==> src/blsb_map.svh <==
`ifndef BLSB_MAP_SVH
`define BLSB_MAP_SVH

// ----------------------------------------
// datapath geometry
// ----------------------------------------
`define BLSB_MSB      7
`define BLSB_LSB      0
`define BLSB_IDX_MSB  2

// ----------------------------------------
// reset and constant values
// ----------------------------------------
`define BLSB_BYTE_ZERO 8'h00
`define BLSB_BIT_ONE   8'h01
`define BLSB_IDX_ZERO  3'h0

// ----------------------------------------
// one-hot state codes
// ----------------------------------------
`define BLSB_ST_IDLE    4'h1
`define BLSB_ST_RD_WAIT 4'h2
`define BLSB_ST_EXEC    4'h4
`define BLSB_ST_WR_WAIT 4'h8

`endif

==> src/blsb_pkg.sv <==
package blsb_pkg;
  `include "blsb_map.svh"

  typedef logic [`BLSB_MSB:`BLSB_LSB] blsb_byte_t;
  typedef logic [`BLSB_IDX_MSB:0] blsb_idx_t;

  typedef enum logic [4:0] {
    op_and, op_or, op_xor, op_not,
    arith_shift_left, arith_shift_right,
    logic_shift_left, logic_shift_right,
    rotate_left, rotate_right,
    rotate_left_via_carry, rotate_right_via_carry,
    bit_set_op, bit_clear_op, bit_invert_op, bit_test_op,
    bit_and_carry_op, inv_bit_and_carry_op,
    bit_or_carry_op, inv_bit_or_carry_op,
    bit_xor_carry_op, inv_bit_xor_carry_op,
    bit_load_carry_op, inv_bit_load_carry_op,
    bit_store_carry_op, inv_bit_store_carry_op
  } blsb_op_t;

  typedef enum logic [3:0] {
    st_idle    = `BLSB_ST_IDLE,
    st_rd_wait = `BLSB_ST_RD_WAIT,
    st_exec    = `BLSB_ST_EXEC,
    st_wr_wait = `BLSB_ST_WR_WAIT
  } blsb_state_t;
endpackage

==> src/blsb_bit_unit.sv <==
`timescale 1ns/1ps
`include "blsb_map.svh"

module blsb_bit_unit (
  input  blsb_pkg::blsb_op_t   op,        // bit operation
  input  blsb_pkg::blsb_byte_t byte_in,   // operand byte
  input  blsb_pkg::blsb_idx_t  idx,       // selected bit
  input  logic                 carry_in,  // current carry
  output blsb_pkg::blsb_byte_t byte_out,  // modified byte
  output logic                 carry_new, // new carry
  output logic                 zero_new   // new zero
);
  import blsb_pkg::*;

  blsb_byte_t mask;
  blsb_byte_t set_byte;
  blsb_byte_t clr_byte;
  logic       sel;

  assign mask     = `BLSB_BIT_ONE << idx;
  assign sel      = byte_in[idx];
  assign set_byte = byte_in | mask;
  assign clr_byte = byte_in & ~mask;
  assign zero_new = ~sel;

  assign byte_out =
    (op == bit_set_op)             ? set_byte :
    (op == bit_clear_op)           ? clr_byte :
    (op == bit_invert_op)          ? byte_in ^ mask :
    (op == bit_store_carry_op)     ? (carry_in ? set_byte : clr_byte) :
    (op == inv_bit_store_carry_op) ? (carry_in ? clr_byte : set_byte) :
    byte_in;

  assign carry_new =
    (op == bit_and_carry_op)      ? carry_in & sel :
    (op == inv_bit_and_carry_op)  ? carry_in & ~sel :
    (op == bit_or_carry_op)       ? carry_in | sel :
    (op == inv_bit_or_carry_op)   ? carry_in | ~sel :
    (op == bit_xor_carry_op)      ? carry_in ^ sel :
    (op == inv_bit_xor_carry_op)  ? carry_in ^ ~sel :
    (op == bit_load_carry_op)     ? sel :
    (op == inv_bit_load_carry_op) ? ~sel :
    carry_in;
endmodule // blsb_bit_unit

==> src/blsb_top.sv <==
`timescale 1ns/1ps
`include "blsb_map.svh"

// Notes on behaviour
// - and: dest and src/imm into dest
// - or: dest or src/imm into dest
// - xor: dest xor src/imm into dest
// - not: invert every bit of dest
// - arithmetic shifts move dest one place
// - logical shifts move dest one place
// - carry rotates act as ninth bit
// - set/clear/invert/test index: imm or register
// - inverted carry ops take immediate index
// - set forces selected bit to one
// - clear forces selected bit to zero
// - invert toggles only selected bit
// - test loads zero with inverted bit
// - carry and bit, or inverted bit
// - carry or bit, or inverted bit
// - carry xor bit, or inverted bit
// - load bit or inverse into carry
// - store carry or inverse into bit
module blsb_top (
  input  wire logic                 clk,           // core clock
  input  wire logic                 rst,           // async reset
  input  wire logic                 op_valid,      // request strobe
  input  blsb_pkg::blsb_op_t        op_code,       // operation
  input  blsb_pkg::blsb_byte_t      dest_val,      // destination register
  input  blsb_pkg::blsb_byte_t      source_register, // second register
  input  blsb_pkg::blsb_byte_t      imm_val,       // immediate byte
  input  wire logic                 use_imm,       // take immediate
  input  blsb_pkg::blsb_idx_t       bit_idx_imm,   // immediate index
  input  wire logic                 idx_from_reg,  // index from register
  input  wire logic                 carry_in,      // carry flag
  input  wire logic                 mem_operand,   // operand in memory
  input  blsb_pkg::blsb_byte_t      mem_rd_data,   // memory read byte
  input  wire logic                 mem_rd_valid,  // read answer
  input  wire logic                 mem_wr_ack,    // write answer
  output logic                      busy,          // not idle
  output logic                      done,          // operation finished
  output logic                      reg_wr_en,     // register write strobe
  output blsb_pkg::blsb_byte_t      reg_wr_data,   // register write byte
  output logic                      carry_we,      // carry write strobe
  output logic                      carry_out,     // new carry
  output logic                      zero_we,       // zero write strobe
  output logic                      zero_out,      // new zero
  output logic                      mem_rd_req,    // memory read request
  output logic                      mem_wr_req,    // memory write request
  output blsb_pkg::blsb_byte_t      mem_wr_data    // memory write byte
);
  import blsb_pkg::*;

  // ----------------------------------------
  // operation classes
  // ----------------------------------------
  function automatic logic f_is_bit(input blsb_op_t op);
    f_is_bit = (op >= bit_set_op);
  endfunction

  function automatic logic f_idx_any(input blsb_op_t op);
    f_idx_any = (op >= bit_set_op) && (op <= bit_test_op);
  endfunction

  function automatic logic f_wr_byte(input blsb_op_t op);
    f_wr_byte = !f_is_bit(op) || (op == bit_set_op) ||
                (op == bit_clear_op) || (op == bit_invert_op) ||
                (op == bit_store_carry_op) || (op == inv_bit_store_carry_op);
  endfunction

  function automatic logic f_wr_carry(input blsb_op_t op);
    f_wr_carry = ((op >= arith_shift_left) && (op <= rotate_right_via_carry)) ||
                 ((op >= bit_and_carry_op) && (op <= inv_bit_load_carry_op));
  endfunction

  // ----------------------------------------
  // state and operand registers
  // ----------------------------------------
  blsb_state_t state_reg;
  blsb_state_t state_next;
  blsb_op_t    op_reg;
  blsb_byte_t  a_reg;
  blsb_byte_t  a_next;
  blsb_byte_t  b_reg;
  blsb_idx_t   idx_reg;
  logic        carry_reg;
  logic        mem_reg;

  logic        busy_reg, done_reg, reg_wr_en_reg, carry_we_reg;
  logic        carry_out_reg, zero_we_reg, zero_out_reg;
  logic        mem_rd_req_reg, mem_wr_req_reg;
  blsb_byte_t  reg_wr_data_reg, mem_wr_data_reg;

  // ----------------------------------------
  // decode
  // ----------------------------------------
  wire        accept     = (state_reg == st_idle) && op_valid;
  wire        mem_path   = mem_operand && f_is_bit(op_code);
  wire        rd_take    = (state_reg == st_rd_wait) && mem_rd_valid;
  wire        exec_fin   = (state_reg == st_exec);
  wire        exec_mem_w = exec_fin && mem_reg && f_wr_byte(op_reg);
  wire        wr_take    = (state_reg == st_wr_wait) && mem_wr_ack;
  wire        idx_sel_r  = idx_from_reg && f_idx_any(op_code);
  wire [2:0]  idx_in     = idx_sel_r ? source_register[`BLSB_IDX_MSB:0]
                                     : bit_idx_imm;

  assign a_next = accept  ? dest_val :
                  rd_take ? mem_rd_data :
                  a_reg;

  // ----------------------------------------
  // logic and shift datapath
  // ----------------------------------------
  wire [6:0] lo7 = a_reg[`BLSB_MSB-1:`BLSB_LSB];
  wire [6:0] hi7 = a_reg[`BLSB_MSB:`BLSB_LSB+1];
  wire       msb = a_reg[`BLSB_MSB];
  wire       lsb = a_reg[`BLSB_LSB];

  blsb_byte_t alu_byte;
  logic       alu_carry;

  always_comb begin
    alu_byte  = a_reg;
    alu_carry = carry_reg;
    case (op_reg)
      op_and:                 alu_byte = a_reg & b_reg;
      op_or:                  alu_byte = a_reg | b_reg;
      op_xor:                 alu_byte = a_reg ^ b_reg;
      op_not:                 alu_byte = ~a_reg;
      arith_shift_left,
      logic_shift_left: begin
        alu_byte  = {lo7, 1'b0};
        alu_carry = msb;
      end
      arith_shift_right: begin
        alu_byte  = {msb, hi7};
        alu_carry = lsb;
      end
      logic_shift_right: begin
        alu_byte  = {1'b0, hi7};
        alu_carry = lsb;
      end
      rotate_left: begin
        alu_byte  = {lo7, msb};
        alu_carry = msb;
      end
      rotate_right: begin
        alu_byte  = {lsb, hi7};
        alu_carry = lsb;
      end
      rotate_left_via_carry: begin
        alu_byte  = {lo7, carry_reg};
        alu_carry = msb;
      end
      rotate_right_via_carry: begin
        alu_byte  = {carry_reg, hi7};
        alu_carry = lsb;
      end
      default: begin
        alu_byte  = a_reg;
        alu_carry = carry_reg;
      end
    endcase
  end

  // ----------------------------------------
  // single-bit datapath
  // ----------------------------------------
  blsb_byte_t bit_byte;
  logic       bit_carry;
  logic       bit_zero;

  blsb_bit_unit u_bit (
    .op        (op_reg),
    .byte_in   (a_reg),
    .idx       (idx_reg),
    .carry_in  (carry_reg),
    .byte_out  (bit_byte),
    .carry_new (bit_carry),
    .zero_new  (bit_zero)
  );

  wire        is_bit    = f_is_bit(op_reg);
  wire [7:0]  res_byte  = is_bit ? bit_byte : alu_byte;
  wire        res_carry = is_bit ? bit_carry : alu_carry;

  // ----------------------------------------
  // sequencer
  // ----------------------------------------
  always_comb begin
    case (state_reg)
      st_idle:    state_next = accept ? (mem_path ? st_rd_wait : st_exec) : st_idle;
      st_rd_wait: state_next = mem_rd_valid ? st_exec : st_rd_wait;
      st_exec:    state_next = exec_mem_w ? st_wr_wait : st_idle;
      st_wr_wait: state_next = mem_wr_ack ? st_idle : st_wr_wait;
      default:    state_next = st_idle;
    endcase
  end

  always_ff @(posedge clk or posedge rst) begin
    if (rst) begin
      state_reg <= st_idle;
      a_reg     <= `BLSB_BYTE_ZERO;
    end else begin
      state_reg <= state_next;
      a_reg     <= a_next;
    end
  end

  always_ff @(posedge clk or posedge rst) begin
    if (rst) begin
      op_reg    <= op_and;
      b_reg     <= `BLSB_BYTE_ZERO;
      idx_reg   <= `BLSB_IDX_ZERO;
      carry_reg <= 1'b0;
      mem_reg   <= 1'b0;
    end else if (accept) begin
      op_reg    <= op_code;
      b_reg     <= use_imm ? imm_val : source_register;
      idx_reg   <= idx_in;
      carry_reg <= carry_in;
      mem_reg   <= mem_path;
    end
  end

  // ----------------------------------------
  // output registers
  // ----------------------------------------
  always_ff @(posedge clk or posedge rst) begin
    if (rst) begin
      busy_reg       <= 1'b0;
      done_reg       <= 1'b0;
      reg_wr_en_reg  <= 1'b0;
      carry_we_reg   <= 1'b0;
      zero_we_reg    <= 1'b0;
      mem_rd_req_reg <= 1'b0;
      mem_wr_req_reg <= 1'b0;
    end else begin
      busy_reg       <= state_next != st_idle;
      done_reg       <= (exec_fin && !exec_mem_w) || wr_take;
      reg_wr_en_reg  <= exec_fin && !mem_reg && f_wr_byte(op_reg);
      carry_we_reg   <= exec_fin && f_wr_carry(op_reg);
      zero_we_reg    <= exec_fin && (op_reg == bit_test_op);
      mem_rd_req_reg <= state_next == st_rd_wait;
      mem_wr_req_reg <= state_next == st_wr_wait;
    end
  end

  always_ff @(posedge clk or posedge rst) begin
    if (rst) begin
      reg_wr_data_reg <= `BLSB_BYTE_ZERO;
      mem_wr_data_reg <= `BLSB_BYTE_ZERO;
      carry_out_reg   <= 1'b0;
      zero_out_reg    <= 1'b0;
    end else if (exec_fin) begin
      reg_wr_data_reg <= res_byte;
      mem_wr_data_reg <= res_byte;
      carry_out_reg   <= res_carry;
      zero_out_reg    <= bit_zero;
    end
  end

  assign busy        = busy_reg;
  assign done        = done_reg;
  assign reg_wr_en   = reg_wr_en_reg;
  assign reg_wr_data = reg_wr_data_reg;
  assign carry_we    = carry_we_reg;
  assign carry_out   = carry_out_reg;
  assign zero_we     = zero_we_reg;
  assign zero_out    = zero_out_reg;
  assign mem_rd_req  = mem_rd_req_reg;
  assign mem_wr_req  = mem_wr_req_reg;
  assign mem_wr_data = mem_wr_data_reg;

  wire       sel_bit = a_reg[idx_reg];
  wire [7:0] sel_msk = `BLSB_BIT_ONE << idx_reg;
endmodule // blsb_top

==> config.mk <==
export PLATFORM = sky130hd
export DESIGN_NAME = blsb_top
export DESIGN_NICKNAME = d
export VERILOG_FILES = /design/src/blsb_pkg.sv /design/src/blsb_bit_unit.sv /design/src/blsb_top.sv
export VERILOG_INCLUDE_DIRS = /design/src
export SDC_FILE = /design/constraint.sdc
export NUM_CORES = 1
export LEC_CHECK = 0
export ABC_AREA = 1
export BUFFER_PORTS_ARGS = -buffer_cell sky130_fd_sc_hd__clkbuf_2
export CAP_MARGIN = 20
export CORE_MARGIN = 5
export CORE_UTILIZATION = 55
export DETAILED_ROUTE_END_ITERATION = 8
export GPL_ROUTABILITY_DRIVEN = 0
export HOLD_SLACK_MARGIN = 0.1
export PLACE_DENSITY = 0.84
export SLEW_MARGIN = 20
export SYNTH_ARGS = -nofsm -noshare
export SYNTH_HDL_FRONTEND = slang
export SYNTH_SLANG_ARGS = --single-unit
==> constraint.sdc <==
create_clock -name clk -period 5.42 [get_ports clk]
set_input_delay 0.542 -clock clk [delete_from_list [all_inputs] [get_ports clk]]
set_output_delay 0.542 -clock clk [all_outputs]
set_load 0.02 [all_outputs]
### Word-level counts from Yosys, hierarchy flattened

Cells that the tools add are included.
W data, S select, Z words.

* bits in registers: 47
* word-level logic and storage cells: 134
* bits of input ports: 49

* reduce and logical (&&, ||, !) cells: 30
* equality and inequality tests: 32
* shift-type cells: 1
* bitwise operators: 15
* mux-type cells: 31
* $lt $le $gt $ge: 8

Operators with widths (number)
* $mux W8: 11
* $pmux W8 S11: 1
* $eq A5 B5 Y1 const B: 10
* $eq A5 B4 Y1 const B: 8
* $eq A5 B3 Y1 const B: 4
* $and A8 B8 Y8: 2
* $not A8 Y8: 2
* $or A8 B8 Y8: 2
* $pmux W4 S4: 1
* $xor A8 B8 Y8: 2
* $logic_and A1 B1 Y1: 15
* $mux W3: 4
* $eq A5 B2 Y1 const B: 2
* $ge A5 B4 Y1 const B: 2
* $le A5 B4 Y1 const B: 2
* $mux W1: 10
* $eq A4 B2 Y1 const B: 2
* $eq A4 B4 Y1 const B: 2
* $mux W4: 2
* $reduce_or A4 Y1: 2
* $shl A1 B3 Y8 const A: 1
* $logic_or A1 B1 Y1: 7
* $eq A5 B1 Y1 const B: 1
* $ge A5 B3 Y1 const B: 1
* 16 further kinds: 21

### Longest topological paths before layout

* depth in word-level cells: 12
* mapped depth: 18
* mapped depth without buffers: 17

### Cells and area by module

From an unflattened synthesis, not the netlist that was laid out.

* cell total of the unflattened synthesis: 613
* area total of the unflattened synthesis: 4174.0 µm²

Modules (own cells, without submodules)
* blsb_top: sequential area each 1177.4 µm², cells each 418, area each 2977.9 µm², times used 1
* blsb_bit_unit: sequential area each 0.0 µm², cells each 195, area each 1196.1 µm², times used 1

### Worst setup path after synthesis

OpenSTA, ideal clock, no wires.

* path kind: reg2reg
* start point: register idx_reg[0]
* end point: register carry_out_reg (netlist: carry_out)
* stages on the path, launching flop included: 17
* clock period less this slack: 1787 ps
* arrival time: 1671 ps
* library setup time: 116 ps
* buffers on the path: 1
* slack: 3633 ps
* cells stage by stage: dfrtp_1 > buf_4 > inv_2 > nand2_1 > nand2_1 > nand2_1 > nand3_1 > nand2_1 > ha_1 > a21oi_1 > nand2_1 > nand3_1 > nand3_1 > nand2_1 > nand2_1 > nand2_1 > nand2_1

* cells in the longest elaborated chain, start to end: 12
* elaborated cells on any way between the ends: 18
* classes of those cells: mux: 11; bitwise: 7

Ends and longest elaborated chain
* from (decl): line blsb_top.sv:84 `blsb_idx_t idx_reg;`
* from (signal assigned): line blsb_top.sv:213 `` idx_reg <= `BLSB_IDX_ZERO; ``
* from (signal assigned): line blsb_top.sv:219 `idx_reg <= idx_in;`
* $bmux W1 S3 (*): line blsb_bit_unit.sv:21 `assign sel = byte_in[idx];`
* $mux W1 (not written as such) (*): line blsb_bit_unit.sv:21
* $not A1 Y1 (*)
* via bit_zero: line blsb_top.sv:170 `logic bit_zero;`
* $mux W1: line blsb_bit_unit.sv:42 `(op == inv_bit_load_carry_op) ? ~sel :`
* $mux W1: line blsb_bit_unit.sv:41 `(op == bit_load_carry_op) ? sel :`
* $mux W1: line blsb_bit_unit.sv:40 `(op == inv_bit_xor_carry_op) ? carry_in ^ ~sel :`
* $mux W1: line blsb_bit_unit.sv:39 `(op == bit_xor_carry_op) ? carry_in ^ sel :`
* $mux W1: line blsb_bit_unit.sv:38 `(op == inv_bit_or_carry_op) ? carry_in | ~sel :`
* $mux W1: line blsb_bit_unit.sv:37 `(op == bit_or_carry_op) ? carry_in | sel :`
* $mux W1 (*): line blsb_bit_unit.sv:36 `(op == inv_bit_and_carry_op) ? carry_in & ~sel :`
* $mux W1 (*): line blsb_bit_unit.sv:35 `(op == bit_and_carry_op) ? carry_in & sel :`
* $mux W1 (*): line blsb_top.sv:184 `wire res_carry = is_bit ? bit_carry : alu_carry;`
* to (signal assigned): line blsb_top.sv:257 `carry_out_reg <= res_carry;`
* to (decl): line blsb_top.sv:89 `logic carry_out_reg, zero_we_reg, zero_out_reg;`

Mark *: on every way through the listed nets, which the timed path passes. The rest lies on a longest branch. The select of a mux whose other input is x is not followed.
A chain may end at the register's enable or synchronous reset.

### Final worst setup path

* start point: register op_reg[0]
* end point: register reg_wr_data_reg[2] (netlist: reg_wr_data[2])

* cells in the longest elaborated chain, start to end: 7
* elaborated cells on any way between the ends: 26
* classes of those cells: order compare: 1; eq/ne: 16; mux: 7; reduce/logical: 2

Ends and longest elaborated chain
* from (decl): line blsb_top.sv:80 `blsb_op_t op_reg;`
* from (signal assigned): line blsb_top.sv:211 `op_reg <= op_and;`
* from (signal assigned): line blsb_top.sv:217 `op_reg <= op_code;`
* $eq A5 B5 Y1: line blsb_bit_unit.sv:31 `(op == inv_bit_store_carry_op) ? (carry_in ? clr_byte : set_byte) :`
* $mux W8: line blsb_bit_unit.sv:31
* $mux W8: line blsb_bit_unit.sv:30 `(op == bit_store_carry_op) ? (carry_in ? set_byte : clr_byte) :`
* $mux W8: line blsb_bit_unit.sv:29 `(op == bit_invert_op) ? byte_in ^ mask :`
* $mux W8: line blsb_bit_unit.sv:28 `(op == bit_clear_op) ? clr_byte :`
* $mux W8: line blsb_bit_unit.sv:27 `(op == bit_set_op) ? set_byte :`
* $mux W8 (*): line blsb_top.sv:183 `wire [7:0] res_byte = is_bit ? bit_byte : alu_byte;`
* to (signal assigned): line blsb_top.sv:250 `` reg_wr_data_reg <= `BLSB_BYTE_ZERO; ``
* to (signal assigned): line blsb_top.sv:255 `reg_wr_data_reg <= res_byte;`
* to (decl): line blsb_top.sv:91 `blsb_byte_t reg_wr_data_reg, mem_wr_data_reg;`

Mark *: on every way between the ends. The rest lies on a longest branch, timed or not.

==> results.md <==
* Post-layout util at a little over three fifths
* Die area at ~8800 µm²
* Skew final at ~12 ps
* Hold buffer count at cts at 0
* EDFF count, synth at 0
* Worst-case clock buffer depth at 2
* Grt ovf at 0
* Sequential share of power at between 30% and 40%
* Most Frequent Cell on Critical Path: nand2_1
* Input/output buffers at 73
* Max IR drop VDD at 308.4 µV
* Commonest non-fill, non-tap cell in the layout: nand2_1
* Avg Inst Size Synth at around 7 µm²
* Yosys cell types at 35
* CP top delay family: simple AND/OR/NAND/NOR gates
* Net switching power at around 1200 µW
* # fillers at a little over 600
* Initial Util at between 50 and 60%
* Post-cts sizing count at 0
* Final Non-Filler Cells at about 700
* Worst Tran Pin Value at around 800 ps
* Setup WS post-layout at ~3200 ps
* Post-DP Area at between 4000 and 5000 µm²
* Clk network pwr share at about a tenth
* Starting DRC count in detailed routing at 493
* Number of global-route vias before repair at 3775
* Vias per cell at 5.619
* Initial antenna violation count at 0
* Detail Route Antenna Nets at 0
* Syn nets at between 600 and 700
* Status: finished, final reports clean
* CTS clk-pin slew, worst paths at about 100 ps
* Max cap viols at 0
* Number of synthesized register bits at between 40 and 50
* Minimum clock period at approximately 2300 ps
* Pleak at between 0.002 and 0.0025 µW
* Crit path launch type: register
* Sw frac at 54.37%
* Ys Warns at 0
* Finished Cell Area at ~4300 µm²
* Final #Nets at between 600 and 700
* Crit path max fanout at 15
* Drt first pass iters at 6
* H-tree depth at 2
* # DRC at 0
* Hold crit path type: primary input to asynchronous set/reset pin
* Share of cells above drive strength 1 at 17.96%
* Root buffer cell: clkbuf_8
* CP endpoint kind: register
* Routed len/inst at 14.07 µm
* Clk Latency, worst-skew pair at 320 ps
* Sequential element share of the synthesized area at 30.63%
* Period utilisation layout at 41.88%
* RSZ-0062 raised after global routing: false
* Chip height at approximately 94 µm
* Dpl cells at approximately 700
* Most frequent cells in the layout: 122 x nand2_1, 75 x inv_1, 73 x clkbuf_2
* First-pass GRT wire length at 17150 µm
* Cells after Synth at approximately 550
* Row count at 30
* Final wirelength at approximately 10000 µm
* Vias at 3950
* Post-synth ARST share at between 90% and 100%
* Yosys top cell by area: dfrtp_1
* Req. time, crit path at approximately 5600 ps
* R2r setup slk at ~3200 ps
* Core area at roughly 6800 µm²
* Logic gate share of total power at 59.5%
* Fin. Hold Viols at 0
* TritonCTS Sinks at 47
* Slowest-stage cell, CP: dfrtp_1
* Largest net degree at the start of global routing at 48
* Cell Int Power at between 1000 and 1500 µW
* Total GRT Usage at between 20% and 30%
* Post-DP HPWL at 7595 µm
* Post-synth top area share at 29.95%
* Post-CTS setup buffer count at 0
* N_diodes at 0
* Setup Viol. Count Final at 0
* Synthesized area at between 3000 and 4000 µm²
* PD cells at 526.3 nW/µm²
* Critical Path AT at roughly 2500 ps
* Crit path buf inv count at 2
* CTS tree: done
* TNS Setup at 0 ps
* Max incr delay on CP at between 500 and 600 ps
* Kind of critical path: register to register
* TritonCTS Buffers at 5
* Fmax at 440.6 MHz
* Dpl ws at 3247 ps
* Dominant cells by area after synthesis: dfrtp_1 30%, nand2_1 12%, ha_1 12%
* # IOs at between 70 and 80
* DIE WIDTH at about 94 µm
* Area Overhead vs Synth at 11.30%
* Max Slew Vio Count at 0
* Max_slew headroom at between 40% and 50%
* Top_reg_cell synth: dfrtp_1
* CP Cell Sequence: inv_2 -> nand2_1 -> inv_2 -> nand2_1 -> o211ai_1 -> o21ai_0 -> nand2_1 -> o211ai_1 -> o21ai_0 -> o21ai_1 -> nand2_1
[worst paths after layout]
| kind | start | end | cells after the start |
|---|---|---|---|
| max reg2reg | op_reg[0] | reg_wr_data[2] | 11 |
| max in group asynchronous | rst | zero_we | 2 |
| min reg2reg | mem_reg | reg_wr_en | 1 |
| min | rst | reg_wr_data[0] | 2 |
| min in group clk | op_code[0] | op_reg[0] | 3 |
| max | op_reg[0] | reg_wr_data[2] | 11 |
[stage by stage]
stage / power [µW] / hold slack, ps
after floorplan: 1674 / 408.9
after global placement: 1951 / 419.3
after detailed placement: 2001 / 435.3
after CTS: 2228 / 433.2
after global routing: 2493 / 392.3
final: 2252 / 312.4
[area by class of cell]
| type | count | area [µm²] | share of cell area, % |
|---|---|---|---|
| clock buffer | 5 | 68.82 | 1.609 |
| clock inverter | 3 | 22.52 | 0.5265 |
| inverter | 86 | 325.3 | 7.605 |
| multi-input combinational | 392 | 2191 | 51.21 |
| sequential | 47 | 1177 | 27.52 |
| tap | 96 | 120.1 | 2.808 |
| timing repair buffer | 74 | 372.9 | 8.716 |
[synthesized netlist by cell type, types with 2 or more instances]
cell      instances
inv_2             8
a221oi_1          8
nand2_2           3
nor2_2            5
a31oi_1           3
buf_4            10
o21ai_0          63
buf_2             7
a21oi_1          17
ha_1             36
a21oi_2           4
nor3_1            8
o221ai_1          2
nand2_1         122
o21ai_1          18
clkbuf_1          8
o22ai_1          11
nor2_4            2
nand3_1          27
inv_1            76
nand3b_1          2
o211ai_1         14
dfrtp_1          46
nor2_1           40
[per-layer routing]
metal | vias up | share of wire (%) | track usage (%)
li1 | 1923 | - | -
met4 | 0 | 3.2 | 8.785
met1 | 1738 | 42 | 32.81
met5 | - | 0 | 0
met3 | 37 | 10 | 4.103
met2 | 252 | 44 | 39.01
[worst reg2reg max path, cell delays in order (launching register included)]
cell and delay, ps:
dfrtp_1 570, inv_2 160, nand2_1 190, inv_2 70
nand2_1 400, o211ai_1 160, o21ai_0 110, nand2_1 70
o211ai_1 90, o21ai_0 130, o21ai_1 170, nand2_1 60
[power groups by stage]
stage,clock (µW),combinational (µW),sequential [µW]
after floorplan,0,1010,665
after CTS,228,1320,681
final,224,1340,688
after global placement,0,1270,679
after detailed placement,0,1310,689
after global routing,249,1530,711
[logic make-up after synthesis]
group	synth area share [%]
buf+inv	12.37
compound gates	21.84
flops	30.63
simple gates	23.44
fa+ha+maj	11.72
Note: power is estimated with default switching activity, not from simulation.
